==> config.mk <==
export PLATFORM = sky130hd
export DESIGN_NAME = psr_dev_flat
export DESIGN_NICKNAME = d
export VERILOG_FILES = /design/src/hdl/psr_pkg.sv /design/src/hdl/psr_link_if.sv /design/src/hdl/psr_dev.sv /design/src/flat_wrapper.sv
export SDC_FILE = /design/constraint.sdc
export NUM_CORES = 1
export LEC_CHECK = 0
export BUFFER_PORTS_ARGS = -buffer_cell sky130_fd_sc_hd__buf_2
export CORE_MARGIN = 1
export CORE_UTILIZATION = 55
export DETAILED_ROUTE_END_ITERATION = 16
export GPL_ROUTABILITY_DRIVEN = 0
export HOLD_SLACK_MARGIN = 0.05
export PLACE_DENSITY = 0.79
export SLEW_MARGIN = 10
export SYNTH_ARGS = -nofsm -noshare
export SYNTH_HDL_FRONTEND = slang
export SYNTH_SLANG_ARGS = --single-unit
==> constraint.sdc <==
create_clock -name clk_i -period 2.94 [get_ports clk_i]
set_clock_uncertainty 0.15 [all_clocks]
set_input_delay 0.294 -clock clk_i [delete_from_list [all_inputs] [get_ports clk_i]]
set_output_delay 0.294 -clock clk_i [all_outputs]
set_load 0.05 [all_outputs]
==> src/hdl/psr_pkg.sv <==
`default_nettype none
package psr_pkg;
  // ----------------------------------------------------------------
  // clock and timing
  // ----------------------------------------------------------------
  localparam int unsigned CLK_MHZ        = 250;
  localparam int unsigned CLK_PERIOD_NS  = 4;
  // phase-detector rate that paces the auxiliary port
  localparam int unsigned AUX_CLK_MHZ    = 25;
  localparam logic [3:0]  AUX_HALF       = 4'(CLK_MHZ / (2 * AUX_CLK_MHZ));
  // serial clock made by the host end
  localparam int unsigned SCLK_PERIOD_NS = 80;
  localparam logic [4:0]  SCLK_HALF      = 5'(SCLK_PERIOD_NS / (2 * CLK_PERIOD_NS));

  // ----------------------------------------------------------------
  // frame layout: data, register address, chip address, msb first
  // ----------------------------------------------------------------
  localparam logic [5:0]  FRAME_BITS     = 6'h20;
  localparam logic [4:0]  LAST_BIT       = 5'h1F;
  localparam int unsigned CHIP_LSB       = 0;
  localparam int unsigned REGA_LSB       = 3;
  localparam int unsigned DATA_LSB       = 8;
  localparam logic [2:0]  CHIP_ADDR      = 3'h0;

  // ----------------------------------------------------------------
  // device register map
  // ----------------------------------------------------------------
  localparam logic [4:0]  REG_ID_PTR     = 5'h00;
  localparam logic [4:0]  REG_PWR        = 5'h01;
  localparam logic [4:0]  REG_FREQ_INT   = 5'h03;
  localparam logic [4:0]  REG_FREQ_FRAC  = 5'h04;
  localparam logic [4:0]  REG_AUX        = 5'h05;
  localparam int unsigned SOFT_RST_BIT   = 5;
  localparam int unsigned PTR_MSB        = 4;
  // identity value is arbitrary
  localparam logic [23:0] ID_CODE        = 24'h5A0C31;
  localparam logic [4:0]  PTR_RESET      = 5'h00;
  localparam logic [8:0]  PWR_RESET      = 9'h002;
  localparam logic [15:0] AUX_RESET      = 16'h0000;
  localparam int unsigned PWR_PIN_SEL    = 0;
  localparam int unsigned PWR_SPI_EN     = 1;
  localparam int unsigned PWR_HOLD_LSB   = 2;
  localparam int unsigned PWR_HOLD_MSB   = 7;

  // ----------------------------------------------------------------
  // auxiliary port: 16 data cycles then 4 overhead cycles
  // ----------------------------------------------------------------
  localparam logic [4:0]  AUX_DATA_CYC   = 5'h10;
  localparam logic [4:0]  AUX_LAST_CYC   = 5'h13;
  localparam logic [4:0]  AUX_STB_CYC    = 5'h11;

  // ----------------------------------------------------------------
  // host command registers
  // ----------------------------------------------------------------
  localparam logic [7:0]  HOST_TX        = 8'h00;
  localparam logic [7:0]  HOST_CMD       = 8'h04;
  localparam logic [7:0]  HOST_RX        = 8'h08;
  localparam logic [7:0]  HOST_STAT      = 8'h0C;
  localparam int unsigned STAT_BUSY      = 0;
  localparam int unsigned STAT_DONE      = 1;

  typedef enum logic [1:0] {MODE_UNSET, MODE_OPEN, MODE_LEGACY} psr_mode_t;
  typedef enum logic [2:0] {H_IDLE, H_LOW, H_HIGH, H_GAP, H_STB} psr_hstate_t;
endpackage : psr_pkg
`default_nettype wire

==> src/hdl/psr_link_if.sv <==
`timescale 1ns/1ps
`default_nettype none
interface psr_link_if;
  logic sclk;
  logic sdi;
  logic frame_strobe;
  logic lock_or_readback_out;
  logic lock_or_readback_oe;
  logic sdo_line;

  // released line reads low, as with a weak pull-down
  assign sdo_line = lock_or_readback_oe & lock_or_readback_out;

  modport dev (
    input  sclk,
    input  sdi,
    input  frame_strobe,
    output lock_or_readback_out,
    output lock_or_readback_oe
  );
  modport host (
    output sclk,
    output sdi,
    output frame_strobe,
    input  sdo_line
  );
endinterface : psr_link_if
`default_nettype wire

==> src/hdl/psr_dev.sv <==
`timescale 1ns/1ps
`default_nettype none
// Overview of operation
// - every transfer outputs register picked by pointer, except one after a foreign-chip frame
// - unchanged pointer repeats same contents each transfer
// - output pin driven during writes too
// - frame is 24 data, 5 register, 3 chip
// - host writes pointer register with upper bits zero
// - pointer write uses register address zero
// - only chip address zero is answered
// - strobe after 32nd edge commits the frame
// - host may resend same frame during read-back
// - read-back shifts out on 32 edges, no lock
// - lock returns only on strobe after 32 edges
// - foreign chip address releases the output pin
// - frequency change sends auxiliary register out
// - auxiliary port: 16 data plus 4 overhead cycles
// - register zero reads fixed identity code
// - bit 5 of register zero soft-resets registers and ports, but not the protocol mode
// - bits 4..0 of register zero set pointer
// - register 1 bit 0 selects pin enable
// - otherwise register 1 bit 1 enables chip
// - register 1 bits 2..7 hold blocks powered
// - first edge after power-up fixes the protocol
module psr_dev
  import psr_pkg::*;
(
  // system
  input  wire logic        clk_i,
  input  wire logic        srst_i,
  // serial link
  psr_link_if.dev          link,
  // analog side status and pins
  input  wire logic        lock_detect_i,
  input  wire logic        external_enable_pin_i,
  // power control and protocol mode
  output logic             chip_enable_o,
  output logic [5:0]       block_power_o,
  output logic             legacy_framed_mode_o,
  // auxiliary serial port
  output logic             aux_clk_o,
  output logic             auxiliary_data_pin_o,
  output logic             aux_strobe_o
);
  // ----------------------------------------------------------------
  // pin synchronisers: sclk, sdi, strobe, enable pin
  // ----------------------------------------------------------------
  logic [3:0] meta_ff;
  logic [3:0] sync_ff;
  logic       sclk_prev_ff;
  logic       stb_prev_ff;

  always_ff @(posedge clk_i) begin
    if (srst_i) begin
      meta_ff      <= 4'h0;
      sync_ff      <= 4'h0;
      sclk_prev_ff <= 1'b0;
      stb_prev_ff  <= 1'b0;
    end else begin
      meta_ff      <= {link.sclk, link.sdi, link.frame_strobe, external_enable_pin_i};
      sync_ff      <= meta_ff;
      sclk_prev_ff <= sync_ff[3];
      stb_prev_ff  <= sync_ff[1];
    end
  end

  wire sclk_rise = sync_ff[3] & ~sclk_prev_ff;
  wire stb_rise  = sync_ff[1] & ~stb_prev_ff;
  wire sdi_s     = sync_ff[2];
  wire en_pin_s  = sync_ff[0];

  // ----------------------------------------------------------------
  // protocol decision
  // ----------------------------------------------------------------
  psr_mode_t mode_ff;

  // a strobe and a clock edge in the same cycle count as strobe first
  always_ff @(posedge clk_i) begin
    if (srst_i) begin
      mode_ff <= MODE_UNSET;
    end else if (mode_ff == MODE_UNSET) begin
      if (stb_rise) begin
        mode_ff <= MODE_LEGACY;
      end else if (sclk_rise) begin
        mode_ff <= MODE_OPEN;
      end
    end
  end

  wire open_mode = mode_ff == MODE_OPEN;
  // the deciding clock edge is already the frame's first bit
  wire bit_take  = sclk_rise & (open_mode | (mode_ff == MODE_UNSET & ~stb_rise));

  assign legacy_framed_mode_o = mode_ff == MODE_LEGACY;

  // ----------------------------------------------------------------
  // frame shift and decode
  // ----------------------------------------------------------------
  logic [31:0] sh_ff;
  logic [5:0]  cnt_ff;
  logic [4:0]  ptr_ff;
  logic [8:0]  pwr_ff;
  logic [15:0] aux_ff;

  wire        full     = cnt_ff == FRAME_BITS;
  wire        commit   = open_mode & stb_rise & full;
  wire [2:0]  chip_f   = sh_ff[CHIP_LSB +: 3];
  wire [4:0]  rega_f   = sh_ff[REGA_LSB +: 5];
  wire [23:0] data_f   = sh_ff[DATA_LSB +: 24];
  wire        chip_ok  = chip_f == CHIP_ADDR;
  wire        wr       = commit & chip_ok;
  wire        wr_r0    = wr & (rega_f == REG_ID_PTR);
  wire        soft_rst = wr_r0 & data_f[SOFT_RST_BIT];
  wire        clr      = srst_i | soft_rst;
  wire        freq_chg = wr & ~soft_rst &
                         (rega_f == REG_FREQ_INT | rega_f == REG_FREQ_FRAC);

  always_ff @(posedge clk_i) begin
    if (srst_i) begin
      sh_ff  <= 32'h0000_0000;
      cnt_ff <= 6'h00;
    end else if (open_mode && stb_rise) begin
      // a strobe before the 32nd edge discards the partial frame
      cnt_ff <= 6'h00;
    end else if (bit_take) begin
      sh_ff  <= {sh_ff[30:0], sdi_s};
      cnt_ff <= full ? cnt_ff : cnt_ff + 6'h01;
    end
  end

  // soft reset wins over the pointer written in the same frame
  always_ff @(posedge clk_i) begin
    if (clr) begin
      ptr_ff <= PTR_RESET;
      pwr_ff <= PWR_RESET;
      aux_ff <= AUX_RESET;
    end else begin
      if (wr_r0) begin
        ptr_ff <= data_f[PTR_MSB:0];
      end
      if (wr && rega_f == REG_PWR) begin
        pwr_ff <= data_f[8:0];
      end
      if (wr && rega_f == REG_AUX) begin
        aux_ff <= data_f[15:0];
      end
    end
  end

  // ----------------------------------------------------------------
  // read-back on the shared pin
  // ----------------------------------------------------------------
  logic [31:0] out_ff;
  logic        rb_ff;
  logic        mute_ff;
  logic        sdo_ff;
  logic        oe_ff;

  // the pointer register itself is write-only, so address 0 gives the identity
  wire [23:0] rd_word =
    (ptr_ff == REG_ID_PTR) ? ID_CODE :
    (ptr_ff == REG_PWR)    ? {15'h0000, pwr_ff} :
    (ptr_ff == REG_AUX)    ? {8'h00, aux_ff} : 24'h000000;

  wire nxt_sdo = rb_ff ? out_ff[31] : lock_detect_i;
  // chip address is only known after the 32nd bit; release at once then
  wire nxt_oe  = open_mode & ~mute_ff & ~(rb_ff & full & ~chip_ok);

  always_ff @(posedge clk_i) begin
    if (clr) begin
      out_ff  <= 32'h0000_0000;
      rb_ff   <= 1'b0;
      mute_ff <= 1'b0;
    end else begin
      if (bit_take && cnt_ff == 6'h00) begin
        out_ff <= {rd_word, 8'h00};
        rb_ff  <= 1'b1;
      end else if (bit_take) begin
        out_ff <= {out_ff[30:0], 1'b0};
      end else if (commit) begin
        rb_ff  <= 1'b0;
      end
      if (commit) begin
        mute_ff <= ~chip_ok;
      end
    end
  end

  always_ff @(posedge clk_i) begin
    if (srst_i) begin
      sdo_ff <= 1'b0;
      oe_ff  <= 1'b0;
    end else begin
      sdo_ff <= nxt_sdo;
      oe_ff  <= nxt_oe;
    end
  end

  assign link.lock_or_readback_out = sdo_ff;
  assign link.lock_or_readback_oe  = oe_ff;

  // ----------------------------------------------------------------
  // power control
  // ----------------------------------------------------------------
  logic       chip_en_ff;
  logic [5:0] blk_ff;

  wire nxt_chip_en = pwr_ff[PWR_PIN_SEL] ? en_pin_s : pwr_ff[PWR_SPI_EN];

  always_ff @(posedge clk_i) begin
    if (srst_i) begin
      chip_en_ff <= 1'b0;
      blk_ff     <= 6'h00;
    end else begin
      chip_en_ff <= nxt_chip_en;
      blk_ff     <= pwr_ff[PWR_HOLD_MSB:PWR_HOLD_LSB] | {6{nxt_chip_en}};
    end
  end

  assign chip_enable_o = chip_en_ff;
  assign block_power_o = blk_ff;

  // ----------------------------------------------------------------
  // auxiliary serial port
  // ----------------------------------------------------------------
  logic        aux_busy_ff;
  logic [3:0]  aux_div_ff;
  logic [4:0]  aux_idx_ff;
  logic [15:0] aux_sh_ff;
  logic        aux_clk_ff;
  logic        aux_dat_ff;
  logic        aux_stb_ff;

  wire aux_tick = aux_busy_ff & (aux_div_ff == AUX_HALF - 4'h1);
  wire aux_fall = aux_tick & aux_clk_ff;
  wire [4:0] aux_nxt_idx = aux_idx_ff + 5'h01;

  // a frequency change during a running transfer is not queued
  always_ff @(posedge clk_i) begin
    if (clr) begin
      aux_busy_ff <= 1'b0;
      aux_div_ff  <= 4'h0;
      aux_idx_ff  <= 5'h00;
      aux_sh_ff   <= 16'h0000;
      aux_clk_ff  <= 1'b0;
      aux_dat_ff  <= 1'b0;
      aux_stb_ff  <= 1'b0;
    end else if (!aux_busy_ff) begin
      if (freq_chg) begin
        aux_busy_ff <= 1'b1;
        aux_sh_ff   <= aux_ff;
        aux_dat_ff  <= aux_ff[15];
        aux_idx_ff  <= 5'h00;
        aux_div_ff  <= 4'h0;
      end
    end else begin
      aux_div_ff <= aux_tick ? 4'h0 : aux_div_ff + 4'h1;
      if (aux_tick) begin
        aux_clk_ff <= ~aux_clk_ff;
      end
      if (aux_fall && aux_idx_ff == AUX_LAST_CYC) begin
        aux_busy_ff <= 1'b0;
        aux_stb_ff  <= 1'b0;
        aux_dat_ff  <= 1'b0;
      end else if (aux_fall) begin
        aux_idx_ff <= aux_nxt_idx;
        aux_sh_ff  <= {aux_sh_ff[14:0], 1'b0};
        aux_dat_ff <= (aux_nxt_idx < AUX_DATA_CYC) ? aux_sh_ff[14] : 1'b0;
        aux_stb_ff <= aux_nxt_idx == AUX_STB_CYC;
      end
    end
  end

  assign aux_clk_o            = aux_clk_ff;
  assign auxiliary_data_pin_o = aux_dat_ff;
  assign aux_strobe_o         = aux_stb_ff;
endmodule : psr_dev
`default_nettype wire

==> src/flat_wrapper.sv <==
// flat-port wrapper written by rule: the top's interface ports become plain ports
module psr_dev_flat import psr_pkg::*;
  (clk_i, srst_i, lock_detect_i, external_enable_pin_i, chip_enable_o, block_power_o, legacy_framed_mode_o, aux_clk_o, auxiliary_data_pin_o, aux_strobe_o, link_sclk, link_sdi, link_frame_strobe, link_lock_or_readback_out, link_lock_or_readback_oe);
  psr_link_if link_i ();
  input  wire logic clk_i;
  input  wire logic srst_i;
  input  wire logic lock_detect_i;
  input  wire logic external_enable_pin_i;
  output logic chip_enable_o;
  output logic [5:0] block_power_o;
  output logic legacy_framed_mode_o;
  output logic aux_clk_o;
  output logic auxiliary_data_pin_o;
  output logic aux_strobe_o;
  input wire logic [$bits(link_i.sclk)-1:0] link_sclk;
  input wire logic [$bits(link_i.sdi)-1:0] link_sdi;
  input wire logic [$bits(link_i.frame_strobe)-1:0] link_frame_strobe;
  output wire logic [$bits(link_i.lock_or_readback_out)-1:0] link_lock_or_readback_out;
  output wire logic [$bits(link_i.lock_or_readback_oe)-1:0] link_lock_or_readback_oe;
  assign link_i.sclk = link_sclk;
  assign link_i.sdi = link_sdi;
  assign link_i.frame_strobe = link_frame_strobe;
  assign link_lock_or_readback_out = link_i.lock_or_readback_out;
  assign link_lock_or_readback_oe = link_i.lock_or_readback_oe;
  psr_dev u_core (.clk_i(clk_i), .srst_i(srst_i), .link(link_i), .lock_detect_i(lock_detect_i), .external_enable_pin_i(external_enable_pin_i), .chip_enable_o(chip_enable_o), .block_power_o(block_power_o), .legacy_framed_mode_o(legacy_framed_mode_o), .aux_clk_o(aux_clk_o), .auxiliary_data_pin_o(auxiliary_data_pin_o), .aux_strobe_o(aux_strobe_o));
endmodule
==> summary.md <==
| Metric | Value |
|---|---|
| Post-CTS sizing | 0 |
| TritonCTS clock tree | done |
| Number of flops mapped to enable cells by yosys | 0 |
| Post-synthesis register bit count | 135 |
| Core ar. | 10,300 um2 |
| 1st-pass router iterations | 7 |
| Met1 usage | 0.344 |
| Worst Path Arrival | between 2 and 3 ns |
| Top cells by area, synth | dfxtp_1, a21oi_1, a211oi_1 |
| Largest family of logic cells by synthesized area | compound AO/OA/AOI/OAI gates |
| Post-synthesis mux area share | 0.0344 |
| Tightest Pin Transition | between 0.9 and 1 ns |
| Number of global-route vias before repair | about 4,800 |
| Ant diodes | 0 |
| Dominant synthesized flop cell | dfxtp_1 |
| Routed vias | around 5,000 |
| Multi-input combinational cell area | 2780 um2 |
| Drt wl/cell | approximately 17 um |
| Number of max-cap violations | 0 |
| Die Height | approximately 100 um |
| Tcrit/Tclk final | 0.817 |
| CP Data Required Time | ~3.2 ns |
| Leak pwr | roughly 2.2 nW |
| Sequential cell area fraction in the yosys report | 0.464 |
| Placed inst area | around 5900 um2 |
| Cell taking the most area after synthesis | dfxtp_1 |
| Cell area after synthesis | about 5800 um2 |
| Register area | 2700 um2 |
| Fin. Hold Viols | 0 |
| FP Rows | 37 |
| Clock Sinks | roughly 140 |
| 1st-iter DRT viols | just over 400 |
| Unrepaired setup endpoints after global routing | no |
| Setup CP Type | reg2reg |
| Clock root buffer | clkbuf_8 |
| Hold buffers post-CTS | 6 |
| Final #Nets | around 700 |
| Vias per cell | between 6 and 7 |
| Filler cell count | approximately 850 |
| Slew Limit Fails | 0 |
| Total power | 4.23 mW |
| Mapped Cells | 668 |
| Worst VDD drop | between 0.3 and 0.4 mV |
| Top-count cell post-synth | dfxtp_1 |
| Hold Path Class | reg2reg |
| Synth Area in Simple Gates | 0.203 |
| Synth cell types | 57 |
| Met2 Track Usage GR | 0.407 |
| Synth Area in XOR/XNOR | 0.00752 |
| Post-synth net total | 681 |
| Clock Path Buffers | 2 |
| DRC violation count after routing | 0 |
| Area Growth Syn to Fin | 13.6% |
| FMAX | ~420 MHz |
| CP top delay family | simple AND/OR/NAND/NOR gates |
| Finished Cell Area | approximately 6600 um2 |
| Port-buffer cells | 19 |
| TNS Setup | 0 ns |
| Pwr/cell area | between 600 and 700 nW/um2 |
| Clk_lat worst skew | 0.53 ns |
| Slowest cell on the critical path | nand4_1 |
| Most used routing layer | met2 |
| Compound-Gate Fraction of Synth Area | 0.220 |
| Final min period | 2.40 ns |
| Leading cell types by count after synthesis | dfxtp_1, a21oi_1, nand2_1 |
| DIE AREA | around 11,000 um2 |
| Global-route wire length before repair | 22.8 mm |
| Antenna violations before repair | 0 |
| Crit path cell chain | inv_1 > ha_1 > nor4b_4 > nand4_1 > buf_4 > o21ai_0 > a211oi_1 |
| Status | completed |
| CTS HTree Levels | 4 |
| I/O pins | 20 |
| Gr ovfl total | 0 |
| Mapped Avg Cell Area | between 8 and 9 um2 |
| Initial core utilization | 0.567 |
| Die width | 105 um |
| Type of origin of the critical path | flip-flop |
| Number of routed nets with antenna violations | 0 |
| Endpoint class of the critical path | flip-flop |
| WL final | around 14 mm |
| Total Routing Usage GR | 0.260 |
| Met3 Use GR | 0.0599 |
| Share of cells above drive strength 1 | 0.110 |
| Yosys top cell area share | 0.464 |
| Post-Synth Adder-Cell Area | 0.0129 |
| DP HPWL | roughly 9.2 mm |
| Critical path peak fanout | 25 |
| Relative slew slack | 0.369 |
| Ys async rst share | 0 |
| Critical Path Max Stage Delay | ~0.49 ns |
| Min Hold Slack | around 0.28 ns |
| Worst-path clk slew | ~0.060 ns |
| Synth warn | 0 |
| Pin count of the biggest net entering global routing | 52 |
| Post CTS Setup Buffer Count | 0 |
| CTS Buf Count | 17 |
| Buf/Inv on CP | 2 |
| Setup violators final | 0 |
## power breakdown
| part | internal (mW) | leakage (nW) | switching [mW] |
|---|---|---|---|
| logic | 0.0466 | 0.822 | 0.104 |
| registers | 1.86 | 1.09 | 0.0124 |
| clock network | 1.47 | 0.294 | 0.742 |
| total | 3.37 | 2.21 | 0.859 |
## cells in the final DEF, fill, tap and decap left out, types with 13 or more instances in the layout
cell type,count
a211oi_1,38
a21oi_1,78
buf_2,19
buf_4,14
clkbuf_16,16
dfxtp_1,135
inv_1,23
mux2i_1,20
nand2_1,68
nand3_1,33
nor2_1,33
nor2b_1,13
nor3_1,17
o21ai_0,34
## per-stage QoR
step                      std cells   util  setup WS (ns)
after floorplan                 668      -          0.894
after detailed placement        783  0.578          0.573
after global routing            819  0.644          0.322
final                           819  0.644          0.538
after global placement          783  0.578          0.636
after CTS                       819  0.644          0.561
## worst register-to-register path, stage by stage, from the launching register on
cell	delay (ns)
dfxtp_1	0.34
inv_1	0.07
ha_1	0.16
nor4b_4	0.38
nand4_1	0.49
buf_4	0.39
o21ai_0	0.21
a211oi_1	0.10
## final timing paths
| check | start | end | slack [ns] | depth (start not counted) |
|---|---|---|---|---|
| max | u_core.cnt_ff[0] | u_core.auxiliary_data_pin_o | 0.54 | 7 |
| min | u_core.sync_ff[2] | u_core.sh_ff[0] | 0.28 | 2 |
| max reg2reg | u_core.cnt_ff[0] | u_core.auxiliary_data_pin_o | 0.54 | 7 |
| min reg2reg | u_core.sync_ff[2] | u_core.sh_ff[0] | 0.28 | 2 |
## final cells by class
class                      instances  share of cell area
clock buffer                      21              0.0664
clock inverter                     9              0.0265
inverter                          23              0.0131
multi-input combinational        456               0.420
sequential                       135               0.409
tap                              136              0.0257
timing repair buffer              39              0.0393
## metal layers
metal | up-vias | routed length, um | share of wire
met4 | 0 | 308 | 0.023
met5 | - | 0 | 0
li1 | 2429 | - | -
met1 | 2376 | 6180 | 0.46
met3 | 31 | 683 | 0.050
met2 | 136 | 6400 | 0.47
## kinds of logic after synthesis
kind of cell    after synthesis
flops                       135
simple gates                222
xor+xnor                      5
fa+ha+maj                     6
compound gates              203
buf+inv                      77
mux                          20
## sequential cells by signal, indices dropped and copies added, names as in the netlist, 4 cells and up
| name | count |
|---|---|
| u_core.aux_idx_ff | 5 |
| u_core.ptr_ff | 5 |
| u_core.sync_ff | 4 |
| u_core.cnt_ff | 6 |
| u_core.block_power_o | 6 |
| u_core.pwr_ff | 9 |
| u_core.aux_sh_ff | 15 |
| u_core.out_ff | 24 |
| u_core.sh_ff | 24 |
| u_core.aux_ff | 16 |
| u_core.aux_div_ff | 4 |
| u_core.meta_ff | 4 |
No activity file was read; power rests on OpenSTA's default activity.
